`config.mk`:
```
export PLATFORM = sky130hd
export DESIGN_NAME = dcg_ctrl_flat
export DESIGN_NICKNAME = d
export VERILOG_FILES = /design/src/hdl/dcg_pkg.sv /design/src/hdl/dcg_if.sv /design/src/hdl/dcg_ctrl.sv /design/src/flat_wrapper.sv
export VERILOG_INCLUDE_DIRS = /design/src /design/src/hdl
export SDC_FILE = /design/constraint.sdc
export NUM_CORES = 1
export LEC_CHECK = 0
export BUFFER_PORTS_ARGS = -buffer_cell sky130_fd_sc_hd__buf_4
export CAP_MARGIN = 20
export CORE_UTILIZATION = 60
export DETAILED_ROUTE_END_ITERATION = 12
export GPL_ROUTABILITY_DRIVEN = 0
export PLACE_DENSITY = 0.8
export SLEW_MARGIN = 5
export SYNTH_ARGS = -nofsm -noshare
export SYNTH_HDL_FRONTEND = slang
export SYNTH_SLANG_ARGS = --single-unit
```
`constraint.sdc`:
```
create_clock -name clk -period 8 [get_ports clk]
set_clock_uncertainty 0.2 [all_clocks]
set_input_delay 0.4 -clock clk [delete_from_list [all_inputs] [get_ports clk]]
set_output_delay 0.4 -clock clk [all_outputs]
set_load 0.05 [all_outputs]
```
`src/hdl/dcg_consts.svh`:
```
// Behaviour
// 1KB page: four activates per window.
// 2KB page: four activates per window.
// Two cycles between column commands.
// Write-autoprecharge waits recovery plus precharge.
// Write-to-read gap after last write data.
// Read-to-precharge gap before bank precharge.
// Clock-enable levels held three cycles.
// Self-refresh exit: non-read waits refresh+10ns.
// Self-refresh exit: read waits 200 cycles.
// Precharge power-down exit: two cycles.
// Fast active power-down exit: two cycles.
// Slow active exit: 7/8 minus additive latency.
// Termination stable three cycles before power-down.
// Termination asynchronous eight cycles after exit.
// Two cycles after mode register set.
// New termination setting applied within 12ns; code applies it on a 100 ns system clock edge after decode.
// Drive adjust output within 12ns; code applies it on a 100 ns system clock edge after decode.
// Clock keeps running after enable drops.
// Strobe single-ended or differential by bit.
// Mode bit 12 selects exit speed.
// Read to precharge: additive latency+BL/2.
// Nanosecond intervals round up to cycles.
// Down-counters hold back constrained commands.
`ifndef DCG_CONSTS_SVH
`define DCG_CONSTS_SVH

// ----------------------------------------------------------------
// Clocks and configuration
// ----------------------------------------------------------------
`define DCG_CLK_PS     100000
`define DCG_CK_HALF    3'h4
`define DCG_TCK_PS     (2 * 4 * `DCG_CLK_PS)
`define DCG_GRADE_800  1
`define DCG_PAGE_2KB   0
`define DCG_CL         5
`define DCG_AL         0
`define DCG_BL         4

// ----------------------------------------------------------------
// Printed times, picoseconds
// ----------------------------------------------------------------
`define DCG_FAW_1K_667_PS 37500
`define DCG_FAW_1K_800_PS 35000
`define DCG_FAW_2K_667_PS 50000
`define DCG_FAW_2K_800_PS 45000
`define DCG_WR_PS      15000
`define DCG_WTR_PS     7500
`define DCG_RTP_PS     7500
`define DCG_RP_PS      15000
`define DCG_RFC_PS     105000
`define DCG_XSNR_PS    (`DCG_RFC_PS + 10000)
`define DCG_MOD_PS     12000
`define DCG_OIT_PS     12000

// ----------------------------------------------------------------
// Derived link-cycle counts, rounded up
// ----------------------------------------------------------------
`define DCG_PS2CK(ps)  (((ps) + `DCG_TCK_PS - 1) / `DCG_TCK_PS)
`define DCG_FAW_PS     (`DCG_PAGE_2KB ? \
  (`DCG_GRADE_800 ? `DCG_FAW_2K_800_PS : `DCG_FAW_2K_667_PS) : \
  (`DCG_GRADE_800 ? `DCG_FAW_1K_800_PS : `DCG_FAW_1K_667_PS))
`define DCG_FAW_CK     `DCG_PS2CK(`DCG_FAW_PS)
`define DCG_WR_CK      `DCG_PS2CK(`DCG_WR_PS)
`define DCG_WTR_CK     `DCG_PS2CK(`DCG_WTR_PS)
`define DCG_RTP_CK     `DCG_PS2CK(`DCG_RTP_PS)
`define DCG_RP_CK      `DCG_PS2CK(`DCG_RP_PS)
`define DCG_XSNR_CK    `DCG_PS2CK(`DCG_XSNR_PS)
`define DCG_CCD_CK     2
`define DCG_CKE_CK     3
`define DCG_XSRD_CK    200
`define DCG_XP_CK      2
`define DCG_XARD_CK    2
`define DCG_XARDS_CK   ((`DCG_GRADE_800 ? 8 : 7) - `DCG_AL)
`define DCG_ANPD_CK    3
`define DCG_AXPD_CK    8
`define DCG_MRD_CK     2
`define DCG_WBURST_CK  (`DCG_CL + `DCG_AL - 1 + `DCG_BL / 2)
`define DCG_RBURST_CK  (`DCG_AL + `DCG_BL / 2)
// Device-side update delays in system clocks, floor, at least one
`define DCG_MOD_CLK    ((`DCG_MOD_PS / `DCG_CLK_PS) < 1 ? 1 : `DCG_MOD_PS / `DCG_CLK_PS)

`endif

```
`src/hdl/dcg_pkg.sv`:
```
package dcg_pkg;

  // ----------------------------------------------------------------
  // Commands as seen by the user of either end
  // ----------------------------------------------------------------
  typedef enum logic [3:0] {
    dcg_nop  = 4'h0, dcg_act  = 4'h1, dcg_rd   = 4'h2, dcg_rda  = 4'h3,
    dcg_wr   = 4'h4, dcg_wra  = 4'h5, dcg_pre  = 4'h6, dcg_mrs  = 4'h7,
    dcg_extended_mode_set = 4'h8, dcg_ref  = 4'h9, dcg_sre  = 4'ha, dcg_srx  = 4'hb,
    dcg_pde  = 4'hc, dcg_pdx  = 4'hd
  } dcg_cmd_t;

  // Power state, one-hot
  typedef enum logic [3:0] {
    dcg_up   = 4'h1,
    dcg_ppd  = 4'h2,
    dcg_apd  = 4'h4,
    dcg_sref = 4'h8
  } dcg_pwr_t;

  // Command to {cs_n, ras_n, cas_n, we_n}
  function automatic logic [3:0] dcg_encode(input dcg_cmd_t c);
    case (c)
      dcg_act:          dcg_encode = 4'h3;
      dcg_rd, dcg_rda:  dcg_encode = 4'h5;
      dcg_wr, dcg_wra:  dcg_encode = 4'h4;
      dcg_pre:          dcg_encode = 4'h2;
      dcg_ref, dcg_sre: dcg_encode = 4'h1;
      dcg_mrs, dcg_extended_mode_set: dcg_encode = 4'h0;
      default:          dcg_encode = 4'h7;
    endcase
  endfunction

  // Pins at a rising link edge back to a command; exit is dcg_pdx
  function automatic dcg_cmd_t dcg_decode(input logic cke_was, input logic cke,
                                          input logic [3:0] pins, input logic [1:0] ba,
                                          input logic a10);
    if (!cke_was && cke)
      dcg_decode = dcg_pdx;
    else if (!cke)
      dcg_decode = (cke_was && pins == 4'h1) ? dcg_sre :
                   (cke_was ? dcg_pde : dcg_nop);
    else begin
      case (pins)
        4'h3:    dcg_decode = dcg_act;
        4'h5:    dcg_decode = a10 ? dcg_rda : dcg_rd;
        4'h4:    dcg_decode = a10 ? dcg_wra : dcg_wr;
        4'h2:    dcg_decode = dcg_pre;
        4'h1:    dcg_decode = dcg_ref;
        4'h0:    dcg_decode = (ba == 2'h1) ? dcg_extended_mode_set : dcg_mrs;
        default: dcg_decode = dcg_nop;
      endcase
    end
  endfunction

endpackage

```
`src/hdl/dcg_if.sv`:
```
`timescale 1ns/1ps
// ----------------------------------------------------------------
// Command link between controller and memory device
// ----------------------------------------------------------------
interface dcg_if;
  logic        ck;    // Command clock, made by the controller
  logic        cke;   // Clock enable
  logic        cs_n;  // Chip select
  logic        ras_n; // Row strobe
  logic        cas_n; // Column strobe
  logic        we_n;  // Write enable
  logic [1:0]  ba;    // Bank address
  logic [13:0] addr;  // Row, column or mode bits
  logic        odt;   // Termination control

  modport ctrl (output ck, cke, cs_n, ras_n, cas_n, we_n, ba, addr, odt);
  modport dev  (input  ck, cke, cs_n, ras_n, cas_n, we_n, ba, addr, odt);
endinterface

```
`src/hdl/dcg_ctrl.sv`:
```
`timescale 1ns/1ps
`include "dcg_consts.svh"
module dcg_ctrl (
  input  wire logic              clk,
  input  wire logic              sys_rst,
  dcg_if.ctrl                    link,
  input  wire logic              req_valid,
  input  wire dcg_pkg::dcg_cmd_t req_cmd,
  input  wire logic [1:0]        req_bank,
  input  wire logic [13:0]       req_addr,
  input  wire logic              req_odt,
  output logic                   req_ack,
  output dcg_pkg::dcg_pwr_t      pwr_state
);

  // ----------------------------------------------------------------
  // Declarations
  // ----------------------------------------------------------------
  logic [2:0] phase;       // Half-period divider
  logic       issue;       // Link clock about to fall
  logic       ok;          // Request legal now
  logic       take;        // Request goes out now
  logic       faw_free;    // A window slot is idle
  logic [1:0] faw_slot;    // Idle slot to load
  logic [7:0] mrd_cnt;     // Mode set spacing
  logic [7:0] ccd_cnt;     // Column spacing
  logic [7:0] wtr_cnt;     // Write to read
  logic [7:0] nonrd_cnt;   // Exit to non-read
  logic [7:0] rd_cnt;      // Exit to read
  logic [7:0] cke_cnt;     // Enable pulse width
  logic [7:0] odt_cnt;     // Termination settle
  logic [7:0] axpd_cnt;    // Termination after exit
  logic [7:0] faw_cnt [4]; // Activate window slots
  logic [7:0] pre_cnt [4]; // Per bank, before precharge
  logic [7:0] dal_cnt [4]; // Per bank, autoprecharge busy
  logic [3:0] open;        // Banks with a row open
  logic       slow_exit;   // Mode bit 12 copy
  logic       up;          // Enable high, no power-down

  // Counter step that stops at zero
  function automatic logic [7:0] dec8(input logic [7:0] c);
    dec8 = (c == 8'h00) ? 8'h00 : c - 8'h01;
  endfunction

  // Larger of two counts
  function automatic logic [7:0] max8(input logic [7:0] a, input logic [7:0] b);
    max8 = (a > b) ? a : b;
  endfunction

  // ----------------------------------------------------------------
  // Link clock divider
  // ----------------------------------------------------------------
  // Free-running even in power-down; never stopped after enable drops
  always_ff @(posedge clk or posedge sys_rst) begin
    if (sys_rst) begin
      phase   <= 3'h0;
      link.ck <= 1'b0;
    end else if (phase == `DCG_CK_HALF - 3'h1) begin
      phase   <= 3'h0;
      link.ck <= ~link.ck;
    end else begin
      phase <= phase + 3'h1;
    end
  end

  // Pins change on the falling edge, stable around the rising one
  assign issue = (phase == `DCG_CK_HALF - 3'h1) && link.ck;
  assign up    = (pwr_state == dcg_pkg::dcg_up) && link.cke;

  // ----------------------------------------------------------------
  // Legality check
  // ----------------------------------------------------------------
  always_comb begin
    faw_free = 1'b0;
    faw_slot = 2'h0;
    for (int i = 3; i >= 0; i--) begin
      if (faw_cnt[i] == 8'h00) begin
        faw_free = 1'b1;
        faw_slot = 2'(i);
      end
    end
  end

  // Each command waits for every counter that constrains it
  always_comb begin
    ok = 1'b0;
    case (req_cmd)
      dcg_pkg::dcg_act:
        ok = up && mrd_cnt == 8'h00 && nonrd_cnt == 8'h00 && faw_free
             && !open[req_bank] && dal_cnt[req_bank] == 8'h00;
      dcg_pkg::dcg_rd, dcg_pkg::dcg_rda:
        ok = up && mrd_cnt == 8'h00 && rd_cnt == 8'h00 && ccd_cnt == 8'h00
             && wtr_cnt == 8'h00 && open[req_bank];
      dcg_pkg::dcg_wr, dcg_pkg::dcg_wra:
        ok = up && mrd_cnt == 8'h00 && nonrd_cnt == 8'h00 && ccd_cnt == 8'h00
             && open[req_bank];
      dcg_pkg::dcg_pre:
        ok = up && mrd_cnt == 8'h00 && nonrd_cnt == 8'h00
             && pre_cnt[req_bank] == 8'h00 && dal_cnt[req_bank] == 8'h00;
      dcg_pkg::dcg_mrs, dcg_pkg::dcg_extended_mode_set, dcg_pkg::dcg_ref:
        ok = up && mrd_cnt == 8'h00 && nonrd_cnt == 8'h00 && open == 4'h0;
      dcg_pkg::dcg_sre:
        ok = up && mrd_cnt == 8'h00 && nonrd_cnt == 8'h00 && open == 4'h0
             && cke_cnt == 8'h00 && odt_cnt == 8'h00;
      dcg_pkg::dcg_pde:
        ok = up && mrd_cnt == 8'h00 && cke_cnt == 8'h00 && odt_cnt == 8'h00;
      dcg_pkg::dcg_srx:
        ok = pwr_state == dcg_pkg::dcg_sref && cke_cnt == 8'h00;
      dcg_pkg::dcg_pdx:
        ok = (pwr_state == dcg_pkg::dcg_ppd || pwr_state == dcg_pkg::dcg_apd)
             && cke_cnt == 8'h00;
      default:
        ok = 1'b0;
    endcase
  end

  assign take = issue && req_valid && ok;

  // ----------------------------------------------------------------
  // Pin drive
  // ----------------------------------------------------------------
  // A no-operation goes out on every issue slot without a request
  always_ff @(posedge clk or posedge sys_rst) begin
    if (sys_rst) begin
      {link.cs_n, link.ras_n, link.cas_n, link.we_n} <= 4'hf;
      link.cke  <= 1'b0;
      link.ba   <= 2'h0;
      link.addr <= 14'h0;
      req_ack   <= 1'b0;
    end else begin
      req_ack <= take;
      if (issue) begin
        {link.cs_n, link.ras_n, link.cas_n, link.we_n} <=
          take ? dcg_pkg::dcg_encode(req_cmd) : 4'h7;
        link.ba   <= (req_cmd == dcg_pkg::dcg_mrs) ? 2'h0 :
                     (req_cmd == dcg_pkg::dcg_extended_mode_set) ? 2'h1 : req_bank;
        link.addr <= req_addr;
        if (take && (req_cmd == dcg_pkg::dcg_rd || req_cmd == dcg_pkg::dcg_wr
                     || req_cmd == dcg_pkg::dcg_pre))
          link.addr[10] <= 1'b0;
        if (take && (req_cmd == dcg_pkg::dcg_rda || req_cmd == dcg_pkg::dcg_wra))
          link.addr[10] <= 1'b1;
        if (take && (req_cmd == dcg_pkg::dcg_sre || req_cmd == dcg_pkg::dcg_pde))
          link.cke <= 1'b0;
        if (take && (req_cmd == dcg_pkg::dcg_srx || req_cmd == dcg_pkg::dcg_pdx))
          link.cke <= 1'b1;
      end
      // Fourth slot after reset raises enable, once cke_cnt reaches zero
      if (issue && pwr_state == dcg_pkg::dcg_up && !link.cke && cke_cnt == 8'h00)
        link.cke <= 1'b1;
    end
  end

  // ----------------------------------------------------------------
  // Power state and bank state
  // ----------------------------------------------------------------
  always_ff @(posedge clk or posedge sys_rst) begin
    if (sys_rst) begin
      pwr_state <= dcg_pkg::dcg_up;
      open      <= 4'h0;
      slow_exit <= 1'b0;
    end else if (take) begin
      case (req_cmd)
        dcg_pkg::dcg_act: open[req_bank] <= 1'b1;
        dcg_pkg::dcg_pre, dcg_pkg::dcg_rda, dcg_pkg::dcg_wra: open[req_bank] <= 1'b0;
        dcg_pkg::dcg_mrs: slow_exit <= req_addr[12];
        dcg_pkg::dcg_sre: pwr_state <= dcg_pkg::dcg_sref;
        dcg_pkg::dcg_pde:
          pwr_state <= (open != 4'h0) ? dcg_pkg::dcg_apd : dcg_pkg::dcg_ppd;
        dcg_pkg::dcg_srx, dcg_pkg::dcg_pdx: pwr_state <= dcg_pkg::dcg_up;
        default: pwr_state <= pwr_state;
      endcase
    end
  end

  // ----------------------------------------------------------------
  // Global interval counters, one step per link cycle
  // ----------------------------------------------------------------
  always_ff @(posedge clk or posedge sys_rst) begin
    if (sys_rst) begin
      mrd_cnt   <= 8'h00;
      ccd_cnt   <= 8'h00;
      wtr_cnt   <= 8'h00;
      nonrd_cnt <= 8'h00;
      rd_cnt    <= 8'h00;
      cke_cnt   <= 8'(`DCG_CKE_CK);
    end else if (issue) begin
      mrd_cnt   <= (take && (req_cmd == dcg_pkg::dcg_mrs || req_cmd == dcg_pkg::dcg_extended_mode_set)) ?
                   8'(`DCG_MRD_CK - 1) : dec8(mrd_cnt);
      ccd_cnt   <= (take && req_cmd inside {dcg_pkg::dcg_rd, dcg_pkg::dcg_rda,
                    dcg_pkg::dcg_wr, dcg_pkg::dcg_wra}) ?
                   8'(`DCG_CCD_CK - 1) : dec8(ccd_cnt);
      // Counted from the last write data, not the command
      wtr_cnt   <= (take && (req_cmd == dcg_pkg::dcg_wr || req_cmd == dcg_pkg::dcg_wra)) ?
                   8'(`DCG_WBURST_CK + `DCG_WTR_CK - 1) : dec8(wtr_cnt);
      nonrd_cnt <= (take && req_cmd == dcg_pkg::dcg_srx) ? 8'(`DCG_XSNR_CK - 1) :
                   (take && req_cmd == dcg_pkg::dcg_pdx) ? 8'(`DCG_XP_CK - 1) :
                   dec8(nonrd_cnt);
      rd_cnt    <= (take && req_cmd == dcg_pkg::dcg_srx) ? 8'(`DCG_XSRD_CK - 1) :
                   (take && req_cmd == dcg_pkg::dcg_pdx) ?
                   (slow_exit ? 8'(`DCG_XARDS_CK - 1) : 8'(`DCG_XARD_CK - 1)) :
                   dec8(rd_cnt);
      cke_cnt   <= (take && req_cmd inside {dcg_pkg::dcg_sre, dcg_pkg::dcg_pde,
                    dcg_pkg::dcg_srx, dcg_pkg::dcg_pdx}) ?
                   8'(`DCG_CKE_CK - 1) : dec8(cke_cnt);
    end
  end

  // ----------------------------------------------------------------
  // Termination control
  // ----------------------------------------------------------------
  // Frozen in power-down and for eight cycles after exit
  always_ff @(posedge clk or posedge sys_rst) begin
    if (sys_rst) begin
      link.odt <= 1'b0;
      odt_cnt  <= 8'h00;
      axpd_cnt <= 8'h00;
    end else if (issue) begin
      axpd_cnt <= (take && req_cmd == dcg_pkg::dcg_pdx) ?
                  8'(`DCG_AXPD_CK - 1) : dec8(axpd_cnt);
      if (up && axpd_cnt == 8'h00 && !take && req_odt != link.odt) begin
        link.odt <= req_odt;
        odt_cnt  <= 8'(`DCG_ANPD_CK - 1);
      end else begin
        odt_cnt <= dec8(odt_cnt);
      end
    end
  end

  // ----------------------------------------------------------------
  // Per-bank and window counters
  // ----------------------------------------------------------------
  always_ff @(posedge clk or posedge sys_rst) begin
    if (sys_rst) begin
      for (int i = 0; i < 4; i++) begin
        faw_cnt[i] <= 8'h00;
        pre_cnt[i] <= 8'h00;
        dal_cnt[i] <= 8'h00;
      end
    end else if (issue) begin
      for (int i = 0; i < 4; i++) begin
        faw_cnt[i] <= dec8(faw_cnt[i]);
        pre_cnt[i] <= dec8(pre_cnt[i]);
        dal_cnt[i] <= dec8(dal_cnt[i]);
      end
      if (take && req_cmd == dcg_pkg::dcg_act)
        faw_cnt[faw_slot] <= 8'(`DCG_FAW_CK - 1);
      if (take && (req_cmd == dcg_pkg::dcg_rd))
        pre_cnt[req_bank] <= max8(8'(`DCG_RBURST_CK), 8'(`DCG_RTP_CK)) - 8'h01;
      if (take && (req_cmd == dcg_pkg::dcg_wr))
        pre_cnt[req_bank] <= 8'(`DCG_WBURST_CK + `DCG_WR_CK - 1);
      if (take && req_cmd == dcg_pkg::dcg_wra)
        dal_cnt[req_bank] <= 8'(`DCG_WBURST_CK + `DCG_WR_CK + `DCG_RP_CK - 1);
      if (take && req_cmd == dcg_pkg::dcg_rda)
        dal_cnt[req_bank] <= max8(8'(`DCG_RBURST_CK), 8'(`DCG_RTP_CK))
                             + 8'(`DCG_RP_CK - 1);
    end
  end

endmodule

```
`src/flat_wrapper.sv`:
```
// flat-port wrapper written by rule: the top's interface ports become plain ports
module dcg_ctrl_flat 
  (clk, sys_rst, req_valid, req_cmd, req_bank, req_addr, req_odt, req_ack, pwr_state, link_ck, link_cke, link_cs_n, link_ras_n, link_cas_n, link_we_n, link_ba, link_addr, link_odt);
  dcg_if link_i ();
  input  wire logic clk;
  input  wire logic sys_rst;
  input  wire logic req_valid;
  input  wire dcg_pkg::dcg_cmd_t req_cmd;
  input  wire logic [1:0] req_bank;
  input  wire logic [13:0] req_addr;
  input  wire logic req_odt;
  output logic req_ack;
  output dcg_pkg::dcg_pwr_t pwr_state;
  output wire logic [$bits(link_i.ck)-1:0] link_ck;
  output wire logic [$bits(link_i.cke)-1:0] link_cke;
  output wire logic [$bits(link_i.cs_n)-1:0] link_cs_n;
  output wire logic [$bits(link_i.ras_n)-1:0] link_ras_n;
  output wire logic [$bits(link_i.cas_n)-1:0] link_cas_n;
  output wire logic [$bits(link_i.we_n)-1:0] link_we_n;
  output wire logic [$bits(link_i.ba)-1:0] link_ba;
  output wire logic [$bits(link_i.addr)-1:0] link_addr;
  output wire logic [$bits(link_i.odt)-1:0] link_odt;
  assign link_ck = link_i.ck;
  assign link_cke = link_i.cke;
  assign link_cs_n = link_i.cs_n;
  assign link_ras_n = link_i.ras_n;
  assign link_cas_n = link_i.cas_n;
  assign link_we_n = link_i.we_n;
  assign link_ba = link_i.ba;
  assign link_addr = link_i.addr;
  assign link_odt = link_i.odt;
  dcg_ctrl u_core (.clk(clk), .sys_rst(sys_rst), .link(link_i), .req_valid(req_valid), .req_cmd(req_cmd), .req_bank(req_bank), .req_addr(req_addr), .req_odt(req_odt), .req_ack(req_ack), .pwr_state(pwr_state));
endmodule
```
After elaboration in Yosys (flattened, before gate mapping)
Memory sizes are Yosys's and may differ from the RTL's.
Cells that the tools add are included.
{ "classes": {"n_reduce_logical": 99, "bitwise": 20, "n_mux": 74, "eq_ne": 19, "n_addsub": 21, "magnitude_cmp": 6} }
{ "ops": {"columns": ["operator", "count"], "rows": [
  ["$mux 8", 36],
  ["$mux 32", 7],
  ["$logic_not 8->1", 22],
  ["$sub 8x1->8 const B", 20],
  ["$and 28x28->28", 2],
  ["$not 28->28", 2],
  ["$logic_and 1x1->1", 48],
  ["$and 32x32->32", 1],
  ["$bmux 8 s2", 2],
  ["$demux 8 s2", 2],
  ["$not 32->32", 1],
  ["$eq 4x4->1 const B", 7],
  ["$and 24x24->24", 1],
  ["$not 24->24", 1],
  ["$and 20x20->20", 1],
  ["$eq 4x3->1 const B", 5],
  ["$not 20->20", 1],
  ["$eq 4x2->1 const B", 3],
  ["$mux 1", 12],
  ["$mux 2", 6],
  ["$or 12x12->12", 1],
  ["$or 4x4->4", 3],
  ["$pmux 4 s3", 1],
  ["$reduce_bool 4->1", 3],
  ["27 further kinds", 51]
]} }
{ "totals": {"out_inout_bits": 28, "memories": 1, "in_bits": 24, "elab_cells": 274, "rom_bits": 48, "reg_bits": 196} }
{ "memory_table": {"columns": ["memory", "words", "word_bits", "read_ports", "rd_clocked_by_memory_dff", "wr", "line_no", "source"], "rows": [
  ["(name not given)", 16, 3, 1, 0, 0, "dcg_pkg.sv:23", "case (c)"]
]} }

Longest topological paths before layout
Gate-level depths: netlist of run 1.
{ "depth": {"word_depth": 15, "depth_mapped": 12, "mapped_depth_nobuf": 11} }

Worst setup path before layout of run 1
OpenSTA, ideal clock, no wires.
{ "synth_timing": {"path_type": "reg-to-reg", "startpoint": "reg u_core.nonrd_cnt[0]", "endpoint": "reg u_core.pre_cnt[7] (netlist name)", "arrival_time_ns": 3.211, "slack_ns": 4.462, "stages_incl_launch_ff": 12, "setup_time_ns": 0.127, "path_buffers": 1, "cell_sequence": "dfrtp_1 -> inv_1 -> ha_1 -> or4b_4 -> or3_4 -> or4_4 -> a211o_1 -> and3_1 -> buf_6 -> or4_1 -> a22oi_1 -> o21ai_1"} }
{ "synth_via": {"elab_chain_len": 12, "elab_cells_between_ends": 20, "cone_classes": "4 x mux; 1 x bitwise; 15 x reduce/logical"} }
{ "synth_lines": {"columns": ["element", "line_no", "source"], "rows": [
  ["from (decl)", "dcg_ctrl.sv:28", "logic [7:0] nonrd_cnt;"],
  ["from (signal assigned)", "dcg_ctrl.sv:196", "nonrd_cnt <= (take && req_cmd == dcg_pkg::dcg_srx) ? 8'(`DCG_XSNR_CK - 1) :"],
  ["$logic_not 8->1 *", null, null],
  ["$logic_and 1x1->1 *", null, null],
  ["$logic_and 1x1->1 (on tied branches)", "dcg_ctrl.sv:101, dcg_ctrl.sv:103, dcg_ctrl.sv:89", null],
  ["$logic_and 1x1->1 (on tied branches) (2 in a row)", "dcg_ctrl.sv:104, dcg_ctrl.sv:90", null],
  ["$pmux 1 s9 *", "dcg_ctrl.sv:87", "case (req_cmd)"],
  ["$logic_and 1x1->1 *", "dcg_ctrl.sv:117", "assign take = issue && req_valid && ok;"],
  ["$logic_and 1x1->1", "dcg_ctrl.sv:248", "if (take && (req_cmd == dcg_pkg::dcg_rd))"],
  ["$mux 32", "dcg_ctrl.sv:248", null],
  ["$mux 32", "dcg_ctrl.sv:240", "end else if (issue) begin"],
  ["$and 24x24->24 (no line)", null, null],
  ["$mux 32 *", "dcg_ctrl.sv:250", "if (take && (req_cmd == dcg_pkg::dcg_wr))"],
  ["to (signal, indexed assignment)", "dcg_ctrl.sv:243", "pre_cnt[i] <= dec8(pre_cnt[i]);"],
  ["to (signal, indexed assignment)", "dcg_ctrl.sv:249", "pre_cnt[req_bank] <= max8(8'(`DCG_RBURST_CK), 8'(`DCG_RTP_CK)) - 8'h01;"],
  ["to (signal, indexed assignment)", "dcg_ctrl.sv:251", "pre_cnt[req_bank] <= 8'(`DCG_WBURST_CK + `DCG_WR_CK - 1);"],
  ["to (decl)", "dcg_ctrl.sv:34", "logic [7:0] pre_cnt [4];"]
]} }
Mark *: on every way between the ends. The rest lies on a longest branch, timed or not. The select of a mux whose other input is x is not followed.
A chain may end at the register's enable or synchronous reset.

Worst setup path after layout of run 1
{ "layout_timing": {"startpoint": "reg u_core.faw_cnt[0] (netlist name)", "endpoint": "reg u_core.pre_cnt[17] (netlist name)"} }
{ "layout_via": {"elab_chain_len": 15, "elab_cells_between_ends": 16, "cone_classes": "8 x mux; 1 x bitwise; 7 x reduce/logical"} }
{ "layout_lines": {"columns": ["element", "line_no", "source"], "rows": [
  ["from (decl)", "dcg_ctrl.sv:33", "logic [7:0] faw_cnt [4];"],
  ["from (signal, indexed assignment)", "dcg_ctrl.sv:242", "faw_cnt[i] <= dec8(faw_cnt[i]);"],
  ["from (signal, indexed assignment)", "dcg_ctrl.sv:247", "faw_cnt[faw_slot] <= 8'(`DCG_FAW_CK - 1);"],
  ["$logic_not 8->1 *", "dcg_ctrl.sv:77", "if (faw_cnt[i] == 8'h00) begin"],
  ["$mux 1 * (4 in a row)", "dcg_ctrl.sv:77", null],
  ["$logic_and 1x1->1 *", "dcg_ctrl.sv:89", "ok = up && mrd_cnt == 8'h00 && nonrd_cnt == 8'h00 && faw_free"],
  ["$logic_and 1x1->1 * (2 in a row)", "dcg_ctrl.sv:90", "&& !open[req_bank] && dal_cnt[req_bank] == 8'h00;"],
  ["$pmux 1 s9 *", "dcg_ctrl.sv:87", null],
  ["$logic_and 1x1->1 *", "dcg_ctrl.sv:117", null],
  ["$logic_and 1x1->1", "dcg_ctrl.sv:248", null],
  ["$mux 32", "dcg_ctrl.sv:248", null],
  ["$mux 32", "dcg_ctrl.sv:240", null],
  ["$or 8x8->8 (no line)", null, null],
  ["$mux 32 *", "dcg_ctrl.sv:250", null]
]} }
Marked as above.

==> results of run 1 <==
## cell type report
cell class	instances	area (µm²)	area share
Tap cell	229	287	0.0232
Timing Repair Buffer	70	581	0.0469
Sequential cell	196	4910	0.397
Inverter	57	221	0.0179
Clock inverter	12	81.3	0.00658
Multi-Input combinational cell	974	5840	0.472
Clock buffer	20	447	0.0361
## repair_timing
action / in CTS / in global routing
hold buffers: 14 / 0
hold endpoints to repair: 126 / 0
resized for setup: 0 / 0
## final timing paths
path                                                from                        endpoint  slack (ns)  cells after the start
setup / recovery           u_core.faw_cnt[0]$_DFFE_PP0P_  u_core.pre_cnt[17]$_DFFE_PP0P_        3.46                     11
max in group asynchronous                        sys_rst   u_core.link.ras_n$_DFFE_PP1P_        6.04                      5
min in group asynchronous                        sys_rst  u_core.faw_cnt[24]$_DFFE_PP0P_        0.44                      3
hold reg to reg                u_core.phase[0]$_DFF_PP0_       u_core.phase[0]$_DFF_PP0_        0.24                      1
setup reg to reg           u_core.faw_cnt[0]$_DFFE_PP0P_  u_core.pre_cnt[17]$_DFFE_PP0P_        3.46                     11
hold / removal                                   req_odt     u_core.link.odt$_DFFE_PP0P_        0.01                      2
## cells by family after synthesis
kind of cell / count (synthesis) / share of synthesized area
xor+xnor: 10 / 0.00785
mux: 14 / 0.0159
simple gates: 590 / 0.271
fa+ha+maj: 33 / 0.0370
flops: 196 / 0.440
compound gates: 327 / 0.190
buf+inv: 110 / 0.0382
## stage by stage
step | hold WS, ns | power, mW | area [µm²] | utilization | cells
after floorplan | 0.210 | 1.12 | 11200 | - | 1280
after global placement | 0.221 | 1.16 | 11700 | 0.645 | 1511
after detailed placement | 0.234 | 1.16 | 11700 | 0.645 | 1511
after CTS | 0.00695 | 1.94 | 12300 | 0.682 | 1557
after global routing | 0.0149 | 2.00 | 12400 | 0.684 | 1558
final | 0.0125 | 1.93 | 12400 | 0.684 | 1558
## power by group through the flow
stage / clock (mW) / sequential, mW / combinational (mW)
floorplan: 0 / 1.05 / 0.0683
global placement: 0 / 1.04 / 0.118
detailed placement: 0 / 1.04 / 0.121
CTS: 0.793 / 1.02 / 0.127
global route: 0.836 / 1.02 / 0.142
finish: 0.783 / 1.02 / 0.129
## registers in the layout, summed over array words and instances, names as in the netlist, 2 cells and up, named ones only
| name | cells |
|---|---|
| u_core.dal_cnt | 32 |
| u_core.faw_cnt | 32 |
| u_core.pre_cnt | 32 |
| u_core.wtr_cnt | 8 |
| u_core.phase | 3 |
| u_core.link.ba | 2 |
| u_core.link.addr | 14 |
| u_core.axpd_cnt | 8 |
| u_core.rd_cnt | 8 |
| u_core.nonrd_cnt | 8 |
| u_core.odt_cnt | 8 |
| u_core.cke_cnt | 8 |
| u_core.pwr_state | 4 |
| u_core.ccd_cnt | 8 |
| u_core.mrd_cnt | 8 |
## routing by layer
layer / track usage / up-vias / wire length, µm
li1: - / 4747 / -
met1: 0.390 / 4719 / 12000
met2: 0.459 / 293 / 12500
met3: 0.0554 / 43 / 1510
met4: 0.0917 / 0 / 433
met5: 0 / - / 0
## cell usage in the layout (no fill, tap or decap), drive strengths merged, types with 7 or more instances in the layout
cell type and count:
o21ai 84, clkinv 10, nor2 89, buf 56, ha 33, and2 10, nor3 87, nand2 176
nor3b 11, a22oi 8, nand2b 26, a31oi 28, clkbuf 20, nor4 27, nand4 9, dfrtp 189
a21o 47, or3 51, o31ai 13, dlygate4sd3 14, dfstp 7, a211o 7, nand3 40, inv 58
and3 8, nor4b 9, or4 16, nor2b 10, a21oi 71, mux2 10
==> flow_summary.toml, run 1 <==
[global_routing]
first_global_vias = 9162
overflow = 0
antenna_found_initial = 0
grt_pass1_wl_mm = 44.6
grt_usage = 0.285
grt_start_max_net_pins = 118

[worst_setup_path]
critPathTopFamily = "compound AO/OA/AOI/OAI gates"
path_buf_inv = 2
cp-start-kind = "flip-flop"
crit_required_ns = 8.17
crit_type = "reg -> reg"
path_cells = "inv_1, ha_1, nor3b_1, nor3b_1, o41ai_1, a211o_1, nand3_1, nand2_1, clkinv_1, a311o_1, a31oi_1"
critical_path.max_fanout = 18
cp.arrival_ns = 4.71
crit_slowest_cell = "o41ai_1"
cp-end-kind = "flip-flop"
cpMostUsedCell = "nor3b_1"
max_stage_delay_ns = 0.76

[die]
rows = 49
core_mm2 = 0.0181
dieArea_mm2 = 0.0192
die_w_um = 138
die_h_um = 138
start_util = 0.617
io_pins = 52

[placement]
port_buffers = 51
pre_cts_slack_ns = 3.67
dp_hpwl_mm = 17.5

[pwr]
p_switching_uw = 478
p_comb_frac = 0.067
power_density_mw_per_mm2 = 156
power.clock.fraction = 0.405
p_leak_nw = 5.36
ir_drop_mv = 0.158
switching_share = 0.247
internal_power_mw = 1.46
pwr-share-seq = 0.528

[worst_hold_path]
worstHoldPathType = "in -> reg"

[timing]
slew_headroom = 0.312
max_clock_freq_mhz = 220
tns_ns = 0
hold_viol_final = 0
rsz0062_at_grt = "false"
drv_slew = 0
setup_ws_ns = 3.46
min_period_ns = 4.54
worstMarginPinSlew_ns = 1.03
post-route-period-util = 0.567
final-setup-viol-count = 0

[yosys]
synth_edf_count = 0
ys_ff_latch = 196
netlist_instances = 1280
synth.top_cell.area_share = 0.424
netlist_area_mm2 = 0.0112
synth_nets = 1337
ys_types = 77
yosys_warnings = 0
yosysMostFrequentCell = "dfrtp_1"
synth_ff_type = "dfrtp_1"
syn_area_per_cell_um2 = 8.72
synthTopCellsByArea = "dfrtp_1 (42%), nand2_1 (5.9%), nor3_1 (3.9%), ha_1 (3.7%), o21ai_0 (3.7%)"
yosys.area.top_type = "dfrtp_1"
synthTopCellsByCount = "dfrtp_1 (189), nand2_1 (176), nor2_1 (88), nor3_1 (86), o21ai_0 (82)"
yosysSeqAreaShare = 0.440
async_flop_share = 1.00

[clocking]
post_cts_buffers = 0
cts_tree = "yes"
clock-root-buffer = "clkbuf_16"
cts_sinks = 196
htree_levels = 4
clockBufferDepth = 2
clock_latency_ns = 0.44
cts_buffers = 17
clk_pin_slew_ns = 0.07

[drt]
finalWirelength_mm = 26.4
vias_per_cell = 6.29
ant_nets = 0
wl_per_cell_um = 16.9
drt_pass1_iterations = 6
drcViolationCount = 0
dr.first_iter.drc_count = 1035
num_vias = 9802

[cells_and_area]
drive_gt1_frac = 0.0941
final_nets = 1373
antennaDiodeCount = 0
final.fill_count = 1395
area_delta_synth_final_pct = 10.8

[run_status]
status = "completed"

[run]
max_cap_violations = 0
(Power assumes the default switching activity.)
==> inputs of run 2 (changes only) <==
- clock period: 8 -> 4.3 ns (I/O delays scaled with it)
==> run 2 against run 1 <==
The flow now finishes with violations (design-rule violations). Non-clock buffer count up 26. Setup slack worse by 3.2 ns. Worst hold slack better by 0.065 ns. Cell count up 1.7%. Combinational power up 88%. Power up 95%. Final area up 2.1%. Via count up 2.3%. Critical path depth unchanged. First-iteration DRC count down 4.5%. Die area unchanged. Largest power group unchanged.
==> flow_summary.toml, run 2 (synthesis gave the netlist of run 1 again) <==
[placement]
dp_hpwl_mm = 18.5
postPlaceCellArea_mm2 = 0.0118
pre_cts_slack_ns = 0.442
port_buffers = 51

[clocking]
clockBufferDepth = 2
clk_pin_slew_ns = 0.07
cts_resized = 0
cts_buffers = 17
htree_levels = 4
clock-root-buffer = "clkbuf_16"
cts_sinks = 196
cts_tree = "yes"
clock_latency_ns = 0.44

[timing]
min_period_ns = 4.01
hold_viol_final = 0
final-setup-viol-count = 0
post-route-period-util = 0.932
slew_headroom = 0.362
drv_slew = 0
tns_ns = 0
max_clock_freq_mhz = 250
rsz0062_at_grt = "false"
worstMarginPinSlew_ns = 0.945
setup_ws_ns = 0.294

[die]
core_mm2 = 0.0181
rows = 49
die_h_um = 138
io_pins = 52
dieArea_mm2 = 0.0192
die_w_um = 138
start_util = 0.617

[drt]
vias_per_cell = 6.33
dr.first_iter.drc_count = 988
wl_per_cell_um = 17.2
drcViolationCount = 6
drt_pass1_iterations = 9
finalWirelength_mm = 27.3
num_vias = 10000
ant_nets = 0

[global_routing]
grt_start_max_net_pins = 106
antenna_found_initial = 0
grt_pass1_wl_mm = 45.9
overflow = 0
first_global_vias = 9472
grt_usage = 0.295

[cells_and_area]
regArea_mm2 = 0.00491
multiInputGateArea_mm2 = 0.00584
mostFrequentLayoutCells = "dfrtp_1 (189), nand2_1 (175), nor2_1 (88)"
drive_gt1_frac = 0.106
postLayoutCoreUtil = 0.698
largestRegisters = "u_core.dal_cnt (32), u_core.faw_cnt (32), u_core.pre_cnt (32)"
area_delta_synth_final_pct = 13.2
fin_area_mm2 = 0.0126
final.fill_count = 1372
final_nets = 1399
layout_commonest_cell = "dfrtp_1"

[pwr]
p_leak_nw = 5.50
p_total_mw = 3.78
ir_drop_mv = 0.284
power_density_mw_per_mm2 = 299

[worst_setup_path]
critPathTopFamily = "compound AO/OA/AOI/OAI gates"
path_cells = "inv_1, ha_1, nor4b_1, buf_4, o41ai_1, a211o_1, nand3_1, nand2_1, clkinv_1, a311o_1, a31oi_1"
critical_path.max_fanout = 18
reg2reg_from = "u_core.faw_cnt[16]$_DFFE_PP0P_"
ff2ff_setup_slack_ns = 0.29
cp-end-kind = "flip-flop"
cp-start-kind = "flip-flop"
max_stage_delay_ns = 0.86
crit_slowest_cell = "o41ai_1"
path_buf_inv = 3
cp.arrival_ns = 4.17
reg2regPathDepth = 11
crit_type = "reg -> reg"
timing.rr.end = "u_core.pre_cnt[17]$_DFFE_PP0P_"
crit_required_ns = 4.46

[worst_hold_path]
min_from = "req_cmd[1]"
hold_end = "u_core.link.cas_n$_DFFE_PP1P_"
worstHoldPathType = "in -> reg"
whs_path_depth = 3

[run]
max_cap_violations = 0

[run_status]
status = "finished, violations left"
violations = "design-rule violations"
## run 2: cell count changes in the layout (fill, tap and decap cells not counted), moves of 3 or more
cell | previous run | this run
buf_4 | 55 | 75
dlygate4sd3_1 | 14 | 20
bufinv_16 | 0 | 3
clkinv_2 | 6 | 3
## run 2: per-layer routing
layer / wire, µm / up-vias / part of all wire / global-route usage
met4: 551 / 0 / 0.020 / 0.102
met2: 12800 / 357 / 0.47 / 0.474
li1: - / 4808 / - / -
met1: 12100 / 4804 / 0.44 / 0.403
met3: 1770 / 54 / 0.065 / 0.0551
met5: 0 / - / 0 / 0
## run 2: repair_timing
item | in CTS | in global routing
endpoints found under the hold margin | 51 | 0
setup endpoints to repair | 0 | 0
setup buffers | 0 | 0
hold buffers | 20 | 0
## run 2: power breakdown
part	leakage, nW	internal [mW]	total [mW]	switching (mW)
clock	0.288	0.917	1.64	0.720
combinational	2.84	0.0850	0.243	0.158
sequential	2.37	1.87	1.90	0.0280
total	5.50	2.88	3.78	0.905
## run 2: metrics by stage
step	instances	hold slack, ns
2_1_floorplan	1280	0.120
3_3_place_gp	1532	0.198
3_5_place_dp	1532	0.197
4_1_cts	1583	0.0638
5_1_grt	1583	0.0988
6_report	1584	0.0774
## run 2: cell type report
| class | count | area share |
|---|---|---|
| inverters | 57 | 0.0172 |
| well taps | 229 | 0.0227 |
| clock inverters | 12 | 0.0124 |
| flip-flops and latches | 196 | 0.389 |
| multi-input cells | 974 | 0.462 |
| clock buffers | 19 | 0.0343 |
| repair buffers | 96 | 0.0620 |
| diodes | 1 | 0.000198 |
## run 2: worst max-delay path by stage
stage	startpoint	endpoint	slack, ns	cells after the start
floorplan	u_core.nonrd_cnt[0]$_DFFE_PP0P_	u_core.pre_cnt[7]$_DFFE_PP0P_	0.76	11
global placement	u_core.nonrd_cnt[0]$_DFFE_PP0P_	u_core.nonrd_cnt[3]$_DFFE_PP0P_	0.53	11
detailed placement	u_core.nonrd_cnt[0]$_DFFE_PP0P_	u_core.nonrd_cnt[3]$_DFFE_PP0P_	0.44	11
CTS	u_core.nonrd_cnt[0]$_DFFE_PP0P_	u_core.nonrd_cnt[3]$_DFFE_PP0P_	0.42	11
global route	u_core.faw_cnt[0]$_DFFE_PP0P_	u_core.pre_cnt[15]$_DFFE_PP0P_	0.10	11
finish	u_core.faw_cnt[16]$_DFFE_PP0P_	u_core.pre_cnt[17]$_DFFE_PP0P_	0.29	11
## run 2: tightest hold or removal path, stage by stage
cell and delay (ns):
buf_4 0.19, a31oi_1 0.21, a21oi_1 0.09
==> inputs of run 3 (changes only) <==
- GPL_TIMING_DRIVEN: unset -> 0
==> run 3 against run 2 <==
Clock power down 2%. Non-clock buffer count is 28 higher. Power shrank 0.56%. Fmax is 2.9% lower. First-iteration DRC count increased by 22%. The run still ends with design-rule violations left.
==> flow_summary.toml, run 3 (synthesis gave the netlist of run 1 again) <==
[global_routing]
grt_start_max_net_pins = 41
grt_pass1_wl_mm = 51.8
overflow = 0
antenna_found_initial = 0
grt_usage = 0.348
first_global_vias = 9960

[cells_and_area]
layout_commonest_cell = "dfrtp_1"
area_delta_synth_final_pct = 13.7
antennaDiodeCount = 0
final_cell_count_no_fill = 1612
drive_gt1_frac = 0.0962
final_nets = 1427
largestRegisters = "u_core.dal_cnt (32), u_core.faw_cnt (32), u_core.pre_cnt (32)"
fin_area_mm2 = 0.0127
postLayoutCoreUtil = 0.702
mostFrequentLayoutCells = "dfrtp_1 (189), nand2_1 (175), nor2_1 (88)"

[die]
start_util = 0.617
dieArea_mm2 = 0.0192
rows = 49
core_mm2 = 0.0181
die_w_um = 138
die_h_um = 138
io_pins = 52

[drt]
drcViolationCount = 2
finalWirelength_mm = 32.6
wl_per_cell_um = 20.2
vias_per_cell = 6.63
num_vias = 10700
dr.first_iter.drc_count = 1204
drt_pass1_iterations = 11
ant_nets = 0

[timing]
rsz0062_at_grt = "true"
post-route-period-util = 0.959
worstMarginPinSlew_ns = 1.20
final-setup-viol-count = 0
hold_viol_final = 0
drv_slew = 0
hold_ws_ns = 0.0964
max_clock_freq_mhz = 243
min_period_ns = 4.12
slew_headroom = 0.199
setup_ws_ns = 0.176

[worst_setup_path]
cp.arrival_ns = 4.25
critical_path.max_fanout = 8
cpMostUsedCell = "nand3_1"
cp-start-kind = "flip-flop"
crit_type = "reg -> reg"
cp-end-kind = "flip-flop"
max_stage_delay_ns = 0.55
path_cells = "inv_1, ha_1, or4b_4, or3_4, or4_4, a211o_1, nand3_1, nand3_1, nor3b_1, o22ai_1"
reg2regPathDepth = 10
crit_slowest_cell = "or4_4"
crit_required_ns = 4.42

[placement]
placed_cells = 1564
postPlaceCellArea_mm2 = 0.0119
dp_hpwl_mm = 22.1
port_buffers = 49
pre_cts_slack_ns = -0.128

[clocking]
clock-root-buffer = "clkbuf_16"
htree_levels = 4
cts_buffers = 17
cts_tree = "yes"
clk_pin_slew_ns = 0.07
cts_sinks = 196
clock_latency_ns = 0.45
clockBufferDepth = 2

[pwr]
ir_drop_mv = 0.275
power_density_mw_per_mm2 = 296
p_leak_nw = 5.47

[worst_hold_path]
whs_path_depth = 4
worstHoldPathType = "in -> reg"

[run_status]
status = "finished, violations left"
violations = "design-rule violations"

[run]
max_cap_violations = 0
## run 3: cell types whose count changed in the layout (fill, tap and decap cells not counted), sizes merged
cell	before	now
buf	76	64
dlygate4sd3	20	16
diode	1	0
inv	58	62
clkinvlp	2	3
clkbuf	19	63
bufinv	3	1
clkinv	6	4
## run 3: layout make-up
type                    instances  area (µm²)
flip-flops and latches        196        4910
multi-input cells             974        5850
clock buffers                  19         433
well taps                     229         287
clock inverters                13         143
plain buffers                  53         216
repair buffers                 71         633
fillers                      1403        5400
inverters                      57         218
## run 3: report_power, final
group          internal, mW  switching, mW  leakage, nW
Combinational        0.0895          0.165         2.83
Clock                 0.823          0.780        0.276
Sequential             1.87         0.0294         2.37
## run 3: final timing paths
kind	startpoint	to	slack, ns
min reg2reg	u_core.phase[0]$_DFF_PP0_	u_core.phase[0]$_DFF_PP0_	0.24
min in group asynchronous	sys_rst	u_core.faw_cnt[20]$_DFFE_PP0P_	0.14
max	u_core.nonrd_cnt[0]$_DFFE_PP0P_	u_core.rd_cnt[2]$_DFFE_PP0P_	0.18
max in group asynchronous	sys_rst	u_core.link.cas_n$_DFFE_PP1P_	2.88
min	req_cmd[3]	u_core.wtr_cnt[7]$_DFFE_PP0P_	0.1
max reg2reg	u_core.nonrd_cnt[0]$_DFFE_PP0P_	u_core.rd_cnt[2]$_DFFE_PP0P_	0.18
## run 3: critical path, delay by kind of cell, from the launching register on
kind / cells / cell delay, ns
flops: 1 / 0.40
buf+inv: 1 / 0.09
fa+ha+maj: 1 / 0.18
compound gates: 2 / 0.43
simple gates: 6 / 2.70
## run 3: metal layers
metal  track usage  vias up  part of all wire
met5             0        -                 0
met4         0.163        0             0.042
met3        0.0748      118             0.095
met2         0.545      548              0.46
met1         0.465     5154              0.41
li1              -     4863                 -
## run 3: timing repair
action	4_1_cts	5_1_grt
endpoints found under the hold margin	130	0
hold buffers	16	0
resized for setup	2	9
setup buffers	0	0
cloned	0	0
endpoints found under the setup margin	13	21
## run 3: per-stage QoR
stage | total power, mW | TNS, ns
2_1_floorplan | 2.09 | 0
3_3_place_gp | 2.16 | -0.171
3_5_place_dp | 2.17 | -0.794
4_1_cts | 3.76 | 0
5_1_grt | 3.87 | -0.0184
6_report | 3.76 | 0
